## config.mk

```make
export PLATFORM = sky130hd
export DESIGN_NAME = aops_sequencer
export DESIGN_NICKNAME = d
export VERILOG_FILES = /design/src/rtl/aops_pkg.sv /design/src/rtl/aops_sequencer.sv
export SDC_FILE = /design/constraint.sdc
export NUM_CORES = 1
export LEC_CHECK = 0
export CAP_MARGIN = 15
export CORE_MARGIN = 1
export CORE_UTILIZATION = 47
export CTS_BUF_LIST = sky130_fd_sc_hd__clkbuf_8
export CTS_CLUSTER_SIZE = 40
export DETAILED_ROUTE_END_ITERATION = 8
export DONT_BUFFER_PORTS = 1
export MAX_ROUTING_LAYER = met4
export PLACE_DENSITY_LB_ADDON = 0.25
export SYNTH_ARGS = -nofsm -noshare
export SYNTH_HDL_FRONTEND = slang
export SYNTH_SLANG_ARGS = --single-unit
```

## constraint.sdc

```tcl
create_clock -name core_clk -period 7.6 [get_ports core_clk]
set_input_delay 1.52 -clock core_clk [delete_from_list [all_inputs] [get_ports core_clk]]
set_output_delay 1.52 -clock core_clk [all_outputs]
set_load 0.03 [all_outputs]
```

## src/rtl/aops_pkg.sv

```systemverilog
// Constants, types and state layout for the audio output power sequencer.
// Assumes a single core clock standing in for the internal master clock.
package aops_pkg;

  localparam logic [23:0] ADR_POP_A = 24'h010010;
  localparam logic [23:0] ADR_PDN   = 24'h020000;
  localparam logic [23:0] ADR_XTAL  = 24'h020052;
  localparam logic [23:0] ADR_POP_B = 24'h080032;
  localparam logic [23:0] ADR_ISTAT = 24'h0F0000;
  localparam logic [23:0] ADR_IMASK = 24'h0F0010;

  localparam int AUX_PORT_SHUTDOWN           = 7;
  localparam int MAIN_PORT_SHUTDOWN          = 6;
  localparam int BITSTREAM_INPUT_SHUTDOWN    = 5;
  localparam int OUTPUT_AMP_SHUTDOWN         = 4;
  localparam int CRYSTAL_OSCILLATOR_SHUTDOWN = 3;
  localparam int SYNTH_LOOP_SHUTDOWN         = 2;
  localparam int CLOCK_OUTPUT_SHUTDOWN       = 1;
  localparam int SHUTDOWN_COMPLETE_BIT       = 0;

  localparam logic [7:0] RST_PDN  = 8'hFE;
  localparam logic [7:0] RST_MASK = 8'hFF;
  localparam logic [7:0] RST_ZERO = 8'h00;

  localparam int CORE_CLK_MHZ   = 20;
  localparam int SETTLE_TIME_US = 1000;
  localparam int SETTLE_CYC_DEF = SETTLE_TIME_US * CORE_CLK_MHZ;
  localparam int AMP_OFF_CYC    = 16;
  localparam int CNT_W          = 24;

  typedef enum logic [2:0] {
    BUS_IDLE, BUS_RECV, BUS_ACK, BUS_SEND, BUS_HACK
  } aops_bus_type;

  typedef enum logic [1:0] {AMP_ON, AMP_RAMP, AMP_OFF} aops_amp_type;

  typedef struct packed {
    logic scl;
    logic sda;
  } aops_pins_type;

  typedef struct packed {
    logic [1:0]       sclSync;
    logic [1:0]       sdaSync;
    logic             sclPrev;
    logic             sdaPrev;
    aops_bus_type     bus;
    logic [3:0]       bitCnt;
    logic [7:0]       shift;
    logic [2:0]       byteIdx;
    logic             rdMode;
    logic             incr;
    logic [23:0]      map;
    logic             sdaOe;
    logic [7:0]       popA;
    logic [7:0]       pdn;
    logic [7:0]       xtal;
    logic [7:0]       popB;
    logic [7:0]       mask;
    logic             doneFlag;
    aops_amp_type     amp;
    logic             ampOn;
    logic [CNT_W-1:0] ampCnt;
    logic [CNT_W-1:0] settleCnt;
    logic             synthSel;
    logic             clock_output_pin;
    logic             irq;
  } aops_state_type;

endpackage : aops_pkg

```

## src/rtl/aops_sequencer.sv

```systemverilog
// Control-port slave, power-down register set and output amp sequencer.
// Assumes SCL/SDA arrive asynchronously and core_clk is the master clock.
`timescale 1ns/1ps
`default_nettype none

// What this block does
// - Power-down register bit order seven to zero
// - Amp shutdown then raise completion flag
// - Mask bit zero gates completion interrupt
// - Coefficient writes while amp shutdown bit set, ramp included
// - Clock output runs at half master
// - Data path on master clock source
// - Ring oscillator until synth loop settles
// - Completion flag sticky, cleared on read
// - Interrupt holds until flag read or mask bit zero set
module aops_sequencer
  import aops_pkg::*;
#(
  parameter logic [6:0] DEV_ADDR   = 7'h4A,
  parameter int         SETTLE_CYC = SETTLE_CYC_DEF
) (
  input  wire logic          core_clk,
  input  wire logic          reset,
  input  wire aops_pins_type pinIn,
  output logic               sdaOut,
  output logic               sdaOe,
  output logic [7:0]         shutdownCtrl,
  output logic [7:0]         xtalBias,
  output logic [7:0]         popFreeA,
  output logic [7:0]         popFreeB,
  output logic               ampEnable,
  output logic               coefWriteOk,
  output logic               mclkFromSynth,
  output logic               clockOutPin,
  output logic               irqOut
);
  aops_state_type s_r;
  aops_state_type s_nxt;
  logic           rise;
  logic           fall;
  logic           startCond;
  logic           stopCond;
  logic           loadTx;
  logic           statRead;
  logic           wrPdn;
  logic           doneEv;
  logic [7:0]     rdData;
  function automatic logic [7:0] regRead(input aops_state_type st);
    case (st.map)
      ADR_POP_A: regRead = st.popA;
      ADR_PDN:   regRead = st.pdn;
      ADR_XTAL:  regRead = st.xtal;
      ADR_POP_B: regRead = st.popB;
      ADR_ISTAT: regRead = {7'h00, st.doneFlag};
      ADR_IMASK: regRead = st.mask;
      default:   regRead = 8'h00;
    endcase
  endfunction : regRead
  always_comb begin
    s_nxt     = s_r;
    loadTx    = 1'b0;
    statRead  = 1'b0;
    wrPdn     = 1'b0;
    doneEv    = 1'b0;
    rdData    = regRead(s_r);
    // First stage feeds only the second stage
    s_nxt.sclSync = {s_r.sclSync[0], pinIn.scl};
    s_nxt.sdaSync = {s_r.sdaSync[0], pinIn.sda};
    s_nxt.sclPrev = s_r.sclSync[1];
    s_nxt.sdaPrev = s_r.sdaSync[1];
    rise      = s_r.sclSync[1] & ~s_r.sclPrev;
    fall      = ~s_r.sclSync[1] & s_r.sclPrev;
    startCond = s_r.sclSync[1] & s_r.sclPrev & s_r.sdaPrev
                & ~s_r.sdaSync[1];
    stopCond  = s_r.sclSync[1] & s_r.sclPrev & ~s_r.sdaPrev
                & s_r.sdaSync[1];

    case (s_r.bus)
      BUS_RECV: begin
        if (rise) begin
          s_nxt.shift  = {s_r.shift[6:0], s_r.sdaSync[1]};
          s_nxt.bitCnt = s_r.bitCnt + 4'h1;
        end else if (fall && s_r.bitCnt == 4'h8) begin
          s_nxt.bitCnt = 4'h0;
          s_nxt.bus    = BUS_ACK;
          s_nxt.sdaOe  = 1'b1;
          if (s_r.byteIdx != 3'h5) begin
            s_nxt.byteIdx = s_r.byteIdx + 3'h1;
          end
          case (s_r.byteIdx)
            3'h0: begin
              if (s_r.shift[7:1] != DEV_ADDR) begin
                s_nxt.bus   = BUS_IDLE;
                s_nxt.sdaOe = 1'b0;
              end
              s_nxt.rdMode = s_r.shift[0];
            end
            3'h1: s_nxt.map[23:16] = s_r.shift;
            3'h2: s_nxt.map[15:8]  = s_r.shift;
            3'h3: s_nxt.map[7:0]   = s_r.shift;
            3'h4: s_nxt.incr       = s_r.shift[0];
            default: begin
              case (s_r.map)
                ADR_POP_A: s_nxt.popA = s_r.shift;
                ADR_PDN: begin
                  s_nxt.pdn = {s_r.shift[7:1], 1'b0};
                  wrPdn     = 1'b1;
                end
                ADR_XTAL:  s_nxt.xtal = s_r.shift;
                ADR_POP_B: s_nxt.popB = s_r.shift;
                ADR_IMASK: s_nxt.mask = s_r.shift;
                default: ;
              endcase
              if (s_r.incr) begin
                s_nxt.map = s_r.map + 24'h1;
              end
            end
          endcase
        end
      end
      BUS_ACK: begin
        if (fall) begin
          s_nxt.sdaOe = 1'b0;
          s_nxt.bus   = BUS_RECV;
          loadTx      = s_r.rdMode;
        end
      end
      BUS_SEND: begin
        if (fall) begin
          if (s_r.bitCnt == 4'h8) begin
            s_nxt.sdaOe = 1'b0;
            s_nxt.bus   = BUS_HACK;
          end else begin
            s_nxt.shift  = {s_r.shift[6:0], 1'b0};
            s_nxt.sdaOe  = ~s_r.shift[6];
            s_nxt.bitCnt = s_r.bitCnt + 4'h1;
          end
        end
      end
      BUS_HACK: begin
        if (rise && s_r.sdaSync[1]) begin
          s_nxt.bus = BUS_IDLE;
        end else if (fall) begin
          loadTx = 1'b1;
        end
      end
      default: ;
    endcase
    if (loadTx) begin
      s_nxt.shift  = rdData;
      s_nxt.sdaOe  = ~rdData[7];
      s_nxt.bitCnt = 4'h1;
      s_nxt.bus    = BUS_SEND;
      statRead     = (s_r.map == ADR_ISTAT);
      if (s_r.incr) begin
        s_nxt.map = s_r.map + 24'h1;
      end
    end
    if (startCond) begin
      s_nxt.bus     = BUS_RECV;
      s_nxt.bitCnt  = 4'h0;
      s_nxt.byteIdx = 3'h0;
      s_nxt.sdaOe   = 1'b0;
    end else if (stopCond) begin
      s_nxt.bus   = BUS_IDLE;
      s_nxt.sdaOe = 1'b0;
    end
    case (s_r.amp)
      AMP_ON: begin
        if (s_r.pdn[OUTPUT_AMP_SHUTDOWN]) begin
          s_nxt.amp    = AMP_RAMP;
          s_nxt.ampCnt = CNT_W'(AMP_OFF_CYC - 1);
        end
      end
      AMP_RAMP: begin
        if (!s_r.pdn[OUTPUT_AMP_SHUTDOWN]) begin
          s_nxt.amp = AMP_ON;
        end else if (s_r.ampCnt == '0) begin
          s_nxt.amp = AMP_OFF;
          doneEv    = 1'b1;
        end else begin
          s_nxt.ampCnt = s_r.ampCnt - CNT_W'(1);
        end
      end
      AMP_OFF: begin
        if (!s_r.pdn[OUTPUT_AMP_SHUTDOWN]) begin
          s_nxt.amp = AMP_ON;
        end
      end
      default: s_nxt.amp = AMP_OFF;
    endcase
    s_nxt.ampOn = (s_nxt.amp == AMP_ON);
    s_nxt.doneFlag = doneEv | (s_r.doneFlag & ~statRead);
    s_nxt.irq = s_nxt.doneFlag & ~s_nxt.mask[SHUTDOWN_COMPLETE_BIT];
    if (s_r.pdn[SYNTH_LOOP_SHUTDOWN]) begin
      s_nxt.settleCnt = '0;
      s_nxt.synthSel  = 1'b0;
    end else if (s_r.settleCnt == CNT_W'(SETTLE_CYC - 1)) begin
      s_nxt.synthSel = 1'b1;
    end else begin
      s_nxt.settleCnt = s_r.settleCnt + CNT_W'(1);
    end
    s_nxt.clock_output_pin = s_r.pdn[CLOCK_OUTPUT_SHUTDOWN] ? 1'b0 : ~s_r.clock_output_pin;
  end
  always_ff @(posedge core_clk or posedge reset) begin
    if (reset) begin
      s_r       <= '0;
      s_r.bus   <= BUS_IDLE;
      s_r.pdn   <= RST_PDN;
      s_r.mask  <= RST_MASK;
      s_r.popA  <= RST_ZERO;
      s_r.popB  <= RST_ZERO;
      s_r.xtal  <= RST_ZERO;
      s_r.amp   <= AMP_OFF;
      // Pins idle high, so no false edge after reset
      s_r.sclSync <= 2'h3;
      s_r.sdaSync <= 2'h3;
      s_r.sclPrev <= 1'b1;
      s_r.sdaPrev <= 1'b1;
    end else begin
      s_r <= s_nxt;
    end
  end
  // Open-drain: data line only ever pulled low
  assign sdaOut        = 1'b0;
  assign sdaOe         = s_r.sdaOe;
  assign shutdownCtrl  = s_r.pdn;
  assign xtalBias      = s_r.xtal;
  assign popFreeA      = s_r.popA;
  assign popFreeB      = s_r.popB;
  assign ampEnable     = s_r.ampOn;
  // Coefficient port open whenever amp shutdown bit set, ramp included
  assign coefWriteOk   = s_r.pdn[OUTPUT_AMP_SHUTDOWN];
  assign mclkFromSynth = s_r.synthSel;
  assign clockOutPin   = s_r.clock_output_pin;
  assign irqOut        = s_r.irq;
endmodule : aops_sequencer
`default_nettype wire

```

==> metrics, run 1 <==
run status=finished, final reports clean; VDD IR max=0.000103 V; yosys warns=0; M1 GR Usage=33.0%; TritonCTS Buffers=17; pre-CTS setup slack=4650 ps; I/O pin cnt=43; initial antenna violation count=0; Hold WC Path Type=register to register; Setup TNS=0 ps; synthesized instance count=899; Netlist Area Pre-Place=0.00850 sq mm; critical path peak fanout=31; ANT cells=0; later-pin clock latency in the skew report=450 ps; core area=0.0175 sq mm; WP depth=0; Critical path destination=shutdownCtrl[2]; Clock Skews=13.1 ps; Post-CTS Setup Inserts=0; die width=136 um; Layout Nets=855; Cell Count, Final, Fillers Out=1,077; most frequent cell after synthesis=dfrtp_1; first-pass GRT wire length=33,400 um; final wirelength=20,300 um; worst relative slew slack=23.4%; post-DR vias/cell=6.09; PostCTS Resize Cnt=0; Via Count=6,564; RSZ-0062 raised after global routing=false; Max Root-Sink Buffers=2; largest net degree at the start of global routing=77; Worst EP arrival=1450 ps; Critical Path Sink Type=output port; synth cell count leaders=dfrtp_1 (123), nand2_1 (83), nor2_1 (69); Min-Delay Path Depth=0; pwr/cell area=174 mW/mm^2; DRC Markers=0; Most used DFF post-synth=dfrtp_1; RePlAce Congestion=0.881; # Max-Cap Violations=0; FMAX=0.337 GHz; DRT Pass-1 Iters=8; #FFs+latches synth=145; Synth-to-Final Area Change=2.46%; Rows=48; reg-to-reg startpoint=s_r[123]$_DFFE_PP0P_; Post-synth EDFFs=0; Top Usage Layer GRT=met2; synth top area cells=dfrtp_1 (36%), dfstp_2 (6.8%), mux2_2 (5.7%); Setup CP Type=register to output port; Post-Syn Area per Cell=9.46 sq um; I/O Buffers=0; CTS tree=built; die area=0.0186 sq mm; Filler cells=1,567; Final min period=2970 ps; worst setup margin=4630 ps; Synth async-reset ratio=100%; Chip Height=136 um; grt total ovfl=0; top cell type's share of synthesized area=36.2%; Clk pin slew, worst setup/hold paths=90 ps; crit share post-route=39.1%; cell accounting for the most synthesized area=dfrtp_1; WL per Instance=18.8 um; Worst Setup SP=shutdownCtrl[2]$_DFFE_PP1P_; final setup fails=0; met3 Track Usage GR=5.63%; share of cells above drive strength 1=14.2%; Tot GR Track Use=24.2%; hold-fix buffer count after cts=0; # placed instances=1,043; H-tree levels=4; Netlist cell types=83; CP Launch Type=register; reg2reg end=popFreeA[7]$_DFFE_PP0P_; reg2reg setup slack=4650 ps; clock sinks=145; Hold Fails Final Rpt=0; Final Max Tran Viols=0; vias in the first global route=6,093; worst-margin pin slew=1140 ps; sequential fraction of the synthesis area=43.0%; path depth of the worst reg2reg path=6; initial core utilization=48.6%; First DRT Iteration DRCs=497; global-route track usage on met2=35.1%; clock root buffer master=clkbuf_8; Leak=3.57 nW; antenna viol nets, final=0; placed wire-length estimate=13,600 um; Worst EP required=6080 ps
power by group:
part / leakage, nW / switching [mW] / internal (mW)
logic: 1.48 / 0.0393 / 0.0244
registers: 1.91 / 0.102 / 0.794
clock network: 0.183 / 0.317 / 0.239
final cells by class:
cell class / count / area [sq um] / area share (%)
Sequential cell: 145 / 3660 / 42.0
Inverter: 18 / 72.6 / 0.833
Timing Repair Buffer: 5 / 32.5 / 0.373
Multi-Input combinational cell: 652 / 4310 / 49.5
Tap cell: 225 / 282 / 3.23
Clock inverter: 14 / 106 / 1.22
Clock buffer: 18 / 248 / 2.84
worst min-delay path by stage:
stage	from	endpoint	slack [ps]
after global placement	s_nxt[143]$_DFF_PP1_	s_nxt[140]$_DFF_PP1_	350
final	s_nxt[143]$_DFF_PP1_	s_nxt[140]$_DFF_PP1_	350
after floorplan	s_nxt[143]$_DFF_PP1_	s_nxt[140]$_DFF_PP1_	350
after CTS	s_nxt[143]$_DFF_PP1_	s_nxt[140]$_DFF_PP1_	350
after global routing	s_nxt[143]$_DFF_PP1_	s_nxt[140]$_DFF_PP1_	350
after detailed placement	s_nxt[145]$_DFF_PP1_	s_nxt[141]$_DFF_PP1_	350
flip-flops by register name, indices dropped and copies added (netlist names):
signal and count:
xtalBias 8, mclkFromSynth 1, clockOutPin 1, popFreeB 8
irqOut 1, shutdownCtrl 7, s_r 105, sdaOe 1
s_nxt 4, popFreeA 8, ampEnable 1
per-layer routing:
metal | vias up | share of wire (%)
li1 | 3105 | -
met3 | 35 | 6.3
met5 | - | 0
met4 | 0 | 2.2
met1 | 3235 | 45
met2 | 189 | 46
cells in the final DEF, fill, tap and decap left out, drive strengths merged, types with 6 or more instances in the layout:
master    n
a31oi    13
nor4     16
clkinv    6
o31ai     6
clkbuf   20
o22ai    13
nor3     19
nor2     69
xor2     27
and2     11
xnor2    23
a22oi     9
a222oi   10
dfrtp   123
nand2b   11
nand3    42
and4      7
mux2     43
inv      24
nand2    86
and3     20
a21oi    34
o21ai    56
ha       12
dfstp    22
nor3b     9
nand3b    6
mux2i     7
nand4    14
nor2b     9
worst reg2reg max path, stage by stage, from the launching register on:
cell,delay (ps)
dfrtp_1,540
inv_1,150
ha_1,270
or2_2,300
a2111oi_2,730
and2_1,470
mux2_2,380
cells by family (layout without fill, tap and decap cells):
family | after synthesis | count (layout) | share of synthesized area [%]
other | 1 | 2 | 0.0441
buffers and inverters | 103 | 55 | 6.37
DFF | 145 | 145 | 43.0
adders and majority gates | 12 | 12 | 1.77
xor gates and xnor gates | 50 | 50 | 5.15
and+or+nand+nor | 347 | 347 | 22.2
muxes | 50 | 50 | 6.52
AOI/OAI and AO/OA | 191 | 191 | 15.0
through the flow:
step	cell area (sq um)	hold WS (ps)	util [%]	total power [mW]
after global placement	8350	346	47.8	0.971
after CTS	8700	348	49.8	1.53
after floorplan	8510	345	-	0.915
final	8710	348	49.8	1.52
after global routing	8710	350	49.8	1.58
after detailed placement	8350	348	47.8	0.972
Note: power is estimated with default switching activity, not from simulation.
==> inputs of run 2 (changes only) <==
ABC_AREA = 1   (was unset)
clock period = 3.1 ns   (was 7.6 ns; I/O delays follow)
==> run 2 against run 1 <==
Against the previous run: cell area increased by 11%; clock skew increased by 0.95 ps; combinational power increased to 4.7 times the previous value; clock power increased to 2.8 times the previous value; total power increased to 2.6 times the previous value; register-to-register slack got worse by 4100 ps; area after synthesis increased by 8.3%; sequential share of layout area decreased by 4.3 points; critical endpoint is now shutdownCtrl[2]$_DFFE_PP1P_; critical path type is now register to register; wire length increased by 25%; core utilization increased by 1.3 points.
==> metrics, run 2 <==
yosys warns=0; synthesized instance count=1,332; post-route cell area=0.00970 sq mm; Setup TNS=0 ps; TritonCTS Buffers=17; crit share post-route=82.8%; Hold Fails Final Rpt=0; final setup fails=0; Rows=50; Cell Count, Final, Fillers Out=1,574; RePlAce Congestion=0.941; cell accounting for the most synthesized area=dfrtp_1; RSZ-0062 raised after global routing=false; die width=142 um; commonest non-fill, non-tap cell in the layout=nand2_1; initial core utilization=48.6%; Synth async-reset ratio=100%; Via Count=8,659; Post-Syn Area per Cell=6.91 sq um; Post-synth EDFFs=0; max FFs per register=105; I/O pin cnt=43; VDD IR max=0.000309 V; Power, Total=3.88 mW; initial antenna violation count=0; sequential fraction of the synthesis area=39.7%; Setup CP Type=register to register; ANT cells=0; Final Max Tran Viols=0; pwr/cell area=400 mW/mm^2; synth cell count leaders=nand2_1 (375), nor2_1 (161), inv_1 (127); die area=0.0202 sq mm; hold-fix buffer count after cts=0; critical path peak fanout=18; Worst EP arrival=2930 ps; CP peak stage delay=510 ps; Clock Skews=14.0 ps; later-pin clock latency in the skew report=460 ps; PostCTS Resize Cnt=0; largest net degree at the start of global routing=73; # Max-Cap Violations=0; post-DR vias/cell=5.50; vias in the first global route=8,129; first-pass GRT wire length=42,800 um; CP Launch Type=register; # placed instances=1,542; top cell type's share of synthesized area=33.4%; #FFs+latches synth=145; I/O Buffers=0; H-tree levels=4; Synth-to-Final Area Change=5.31%; grt total ovfl=0; worst-margin pin slew=780 ps; most frequent cell after synthesis=nand2_1; Final min period=2570 ps; Post-CTS Setup Inserts=0; antenna viol nets, final=0; CTS tree=built; Netlist cell types=39; most frequent cells in the layout=nand2_1 (375), nor2_1 (161), inv_1 (127); core area=0.0190 sq mm; Clk pin slew, worst setup/hold paths=90 ps; Most used DFF post-synth=dfrtp_1; DRC Markers=0; placed wire-length estimate=18,300 um; FMAX=0.390 GHz; Post-DP Area=0.00929 sq mm; First DRT Iteration DRCs=893; Max Root-Sink Buffers=2; Leak=4.45 nW; DRT Pass-1 Iters=5; Chip Height=142 um; Tot GR Track Use=28.0%; worst hold slack=38.7 ps; most flop-heavy register=s_r; clock root buffer master=clkbuf_8; clock sinks=145; WL per Instance=16.1 um; run status=finished, final reports clean; CP max stage cell=nand4_1; synth top area cells=dfrtp_1 (33%), nand2_1 (15%), o21ai_0 (6.7%); Layout Nets=1,317; worst path cell trace=inv_1 -> ha_1 -> nand2_1 -> nor2_1 -> nand2_2 -> nor2_4 -> inv_2 -> nor3_4 -> nand4_1 -> o21ai_1; worst relative slew slack=47.8%; Netlist Area Pre-Place=0.00921 sq mm; final wirelength=25,400 um; Hold WC Path Type=primary input to asynchronous set/reset pin; share of cells above drive strength 1=6.77%; Worst EP required=3470 ps; Critical Path Sink Type=register
## run 2: changes by cell type after synthesis, sizes merged, moves of 12 or more
cell	previous run	this run
inv	18	133
xnor2	23	2
clkbuf	38	20
nand2	86	376
nand3	42	91
o21ai	56	149
mux2	43	1
and3	20	3
nor2	69	165
nand4	14	58
a31oi	13	1
## run 2: logic make-up after synthesis
family / share of synthesized area [%]
other cells: 0.0407
mux: 0.122
fa+ha+maj: 1.63
compound gates: 12.0
xor+xnor: 1.90
buf+inv: 9.72
flops: 39.7
simple gates: 34.9
## run 2: final cells by class
type	instances	area, sq um
well taps	260	325
clock buffers	18	248
multi-input cells	986	4660
fillers	1881	9260
flip-flops and latches	145	3660
inverters	136	514
clock inverters	14	155
repair buffers	15	138
## run 2: critical path, delay by kind of cell (launching register included)
kind | cells | cell delay (ps)
and+or+nand+nor | 6 | 1380
DFF | 1 | 410
AOI/OAI and AO/OA | 1 | 300
buffers and inverters | 2 | 240
adders and majority gates | 1 | 140
## run 2: final timing paths
path                                                to                  from  slack [ps]  depth (start not counted)
max reg2reg                shutdownCtrl[2]$_DFFE_PP1P_  s_r[133]$_DFFE_PP0P_         530                         10
max in group asynchronous  shutdownCtrl[2]$_DFFE_PP1P_                 reset        2320                          2
max                        shutdownCtrl[2]$_DFFE_PP1P_  s_r[133]$_DFFE_PP0P_         530                         10
min in group core_clk             s_nxt[143]$_DFF_PP1_              pinIn[0]         150                          0
min                              clockOutPin$_DFF_PP0_                 reset          40                          1
min reg2reg                       s_nxt[140]$_DFF_PP1_  s_nxt[143]$_DFF_PP1_         360                          0
## run 2: stage by stage
stage / utilization [%] / setup slack, ps
2_1_floorplan: - / 679
3_3_place_gp: 49.0 / 703
3_5_place_dp: 49.0 / 616
4_1_cts: 51.1 / 568
5_1_grt: 51.1 / 285
6_report: 51.1 / 534
## run 2: layer usage
metal	vias up	track usage, %	part of all wire [%]	wire length (um)
met3	46	6.93	7.9	2000
li1	4293	-	-	-
met5	-	-	0	0
met2	293	41.9	45	11400
met1	4027	37.6	45	11400
met4	0	7.81	2.1	529
## run 2: power breakdown
group	internal [mW]	switching [mW]	leakage, nW	total, mW
combinational	0.0618	0.236	2.33	0.298
sequential	1.94	0.0771	1.92	2.02
clock	0.748	0.819	0.199	1.57
==> inputs of run 3 (changes only) <==
ABC_AREA = 0   (was 1)
clock period = 2.65 ns   (was 3.1 ns; I/O delays follow)
==> run 3 against run 2 <==
Against the previous run: combinational power down 7.0%; non-clock buffer count up 39; wire length down 17%; register-to-register slack worse by 420 ps; clock power up 20%; sequential share of layout area up 2.1 points; via count down 22%; sequential power up 24%; total power up 20%; critical path depth down 4; hold slack better by 28 ps; critical endpoint is now popFreeA[4]$_DFFE_PP0P_; largest cell class unchanged; highest routed layer unchanged.
==> metrics, run 3 (synthesized netlist as in run 1, its figures left out) <==
hold path start=pinIn[1]; reg2reg setup slack=120 ps; most flop-heavy register=s_r; RePlAce Congestion=0.892; # Max-Cap Violations=0; WL per Instance=18.6 um; placed wire-length estimate=14,400 um; Final min period=2530 ps; Hold Fails Final Rpt=0; Synth-to-Final Area Change=8.09%; final wirelength=21,000 um; initial core utilization=48.6%; hold-fix buffer count after cts=0; Setup TNS=0 ps; I/O Buffers=0; crit path buf inv count=1; CP peak stage delay=460 ps; Max Root-Sink Buffers=2; PostCTS Resize Cnt=0; largest net degree at the start of global routing=146; switch share=28.0%; reg-to-reg startpoint=s_r[122]$_DFFE_PP0P_; final setup fails=0; initial antenna violation count=0; Clock Skews=15.4 ps; pre-CTS setup slack=151 ps; Tot GR Track Use=24.3%; clock sinks=145; WP depth=6; core area=0.0175 sq mm; H-tree levels=4; Worst Setup SP=s_r[122]$_DFFE_PP0P_; most frequent cells in the layout=dfrtp_1 (123), nand2_1 (83), nor2_1 (69); Critical Path Sink Type=register; NetSw=1.30 mW; FMAX=0.395 GHz; I/O pin cnt=43; Worst EP required=2980 ps; worst-margin pin slew=950 ps; share of cells above drive strength 1=18.8%; critical path peak fanout=8; RSZ-0062 raised after global routing=false; Internal=3.36 mW; antenna viol nets, final=0; commonest non-fill, non-tap cell in the layout=dfrtp_1; worst setup margin=115 ps; DRC Markers=0; post-DR vias/cell=5.97; vias in the first global route=6,307; post-layout util=52.6%; crit share post-route=95.6%; worst path cell trace=inv_1 -> ha_1 -> or2_2 -> a2111oi_4 -> and2_1 -> mux2_2; Critical path destination=popFreeA[4]$_DFFE_PP0P_; Post-CTS Setup Inserts=0; Top delay family on crit path=simple AND/OR/NAND/NOR gates; Worst EP arrival=2870 ps; pwr/cell area=507 mW/mm^2; Final Max Tran Viols=0; max FFs per register=105; Hold WC Path Type=primary input to register; Leak=3.85 nW; Via Count=6,720; Setup CP Type=register to register; reg2reg end=popFreeA[4]$_DFFE_PP0P_; TritonCTS Buffers=17; die width=136 um; die area=0.0186 sq mm; grt total ovfl=0; worst hold slack=66.4 ps; Rows=48; Chip Height=136 um; path depth of the worst reg2reg path=6; later-pin clock latency in the skew report=450 ps; CP max stage cell=and2_1; Clk pin slew, worst setup/hold paths=90 ps; CTS tree=built; Layout Nets=904; clock power share=40.3%; Logic pwr share=5.9%; first-pass GRT wire length=33,700 um; CP Launch Type=register; Seq pwr share=53.8%; # placed instances=1,094; First DRT Iteration DRCs=580; ANT cells=0; worst relative slew slack=36.4%; Cell Count, Final, Fillers Out=1,125; DRT Pass-1 Iters=5; clock root buffer master=clkbuf_8; run status=finished, final reports clean; VDD IR max=0.000321 V
run 3: layout make-up:
cell class              count  area [sq um]
flip-flops and latches    145          3660
inverters                  18          71.3
clock inverters            12           156
clock buffers              19           262
fillers                  1580          8290
well taps                 225           282
multi-input cells         652          4330
repair buffers             54           430
run 3: worst min-delay path by stage:
stage	slack [ps]	cells past startpoint	to
floorplan	350	0	s_nxt[140]$_DFF_PP1_
global placement	350	0	s_nxt[140]$_DFF_PP1_
detailed placement	350	0	s_nxt[140]$_DFF_PP1_
CTS	40	0	s_nxt[145]$_DFF_PP1_
global route	40	0	s_nxt[145]$_DFF_PP1_
finish	70	0	s_nxt[145]$_DFF_PP1_
run 3: stage by stage:
| step | power, mW | instance area (sq um) |
|---|---|---|
| global route | 4.82 | 9190 |
| global placement | 2.82 | 8770 |
| detailed placement | 2.82 | 8770 |
| CTS | 4.70 | 9180 |
| finish | 4.66 | 9190 |
| floorplan | 2.62 | 8520 |
run 3: routing by layer:
metal / wire length (um) / vias up / part of all wire (%) / GRT usage, %
li1: - / 3212 / - / -
met1: 9310 / 3275 / 44 / 31.2
met2: 9730 / 191 / 46 / 36.9
met3: 1290 / 42 / 6.2 / 6.07
met4: 625 / 0 / 3.0 / 9.69
met5: 0 / - / 0 / -
run 3: power groups by stage:
stage | clock [mW] | sequential [mW] | combinational [mW]
detailed placement | 0 | 2.54 | 0.279
global route | 2.00 | 2.51 | 0.310
finish | 1.88 | 2.51 | 0.277
CTS | 1.92 | 2.50 | 0.279
global placement | 0 | 2.54 | 0.274
floorplan | 0 | 2.36 | 0.269
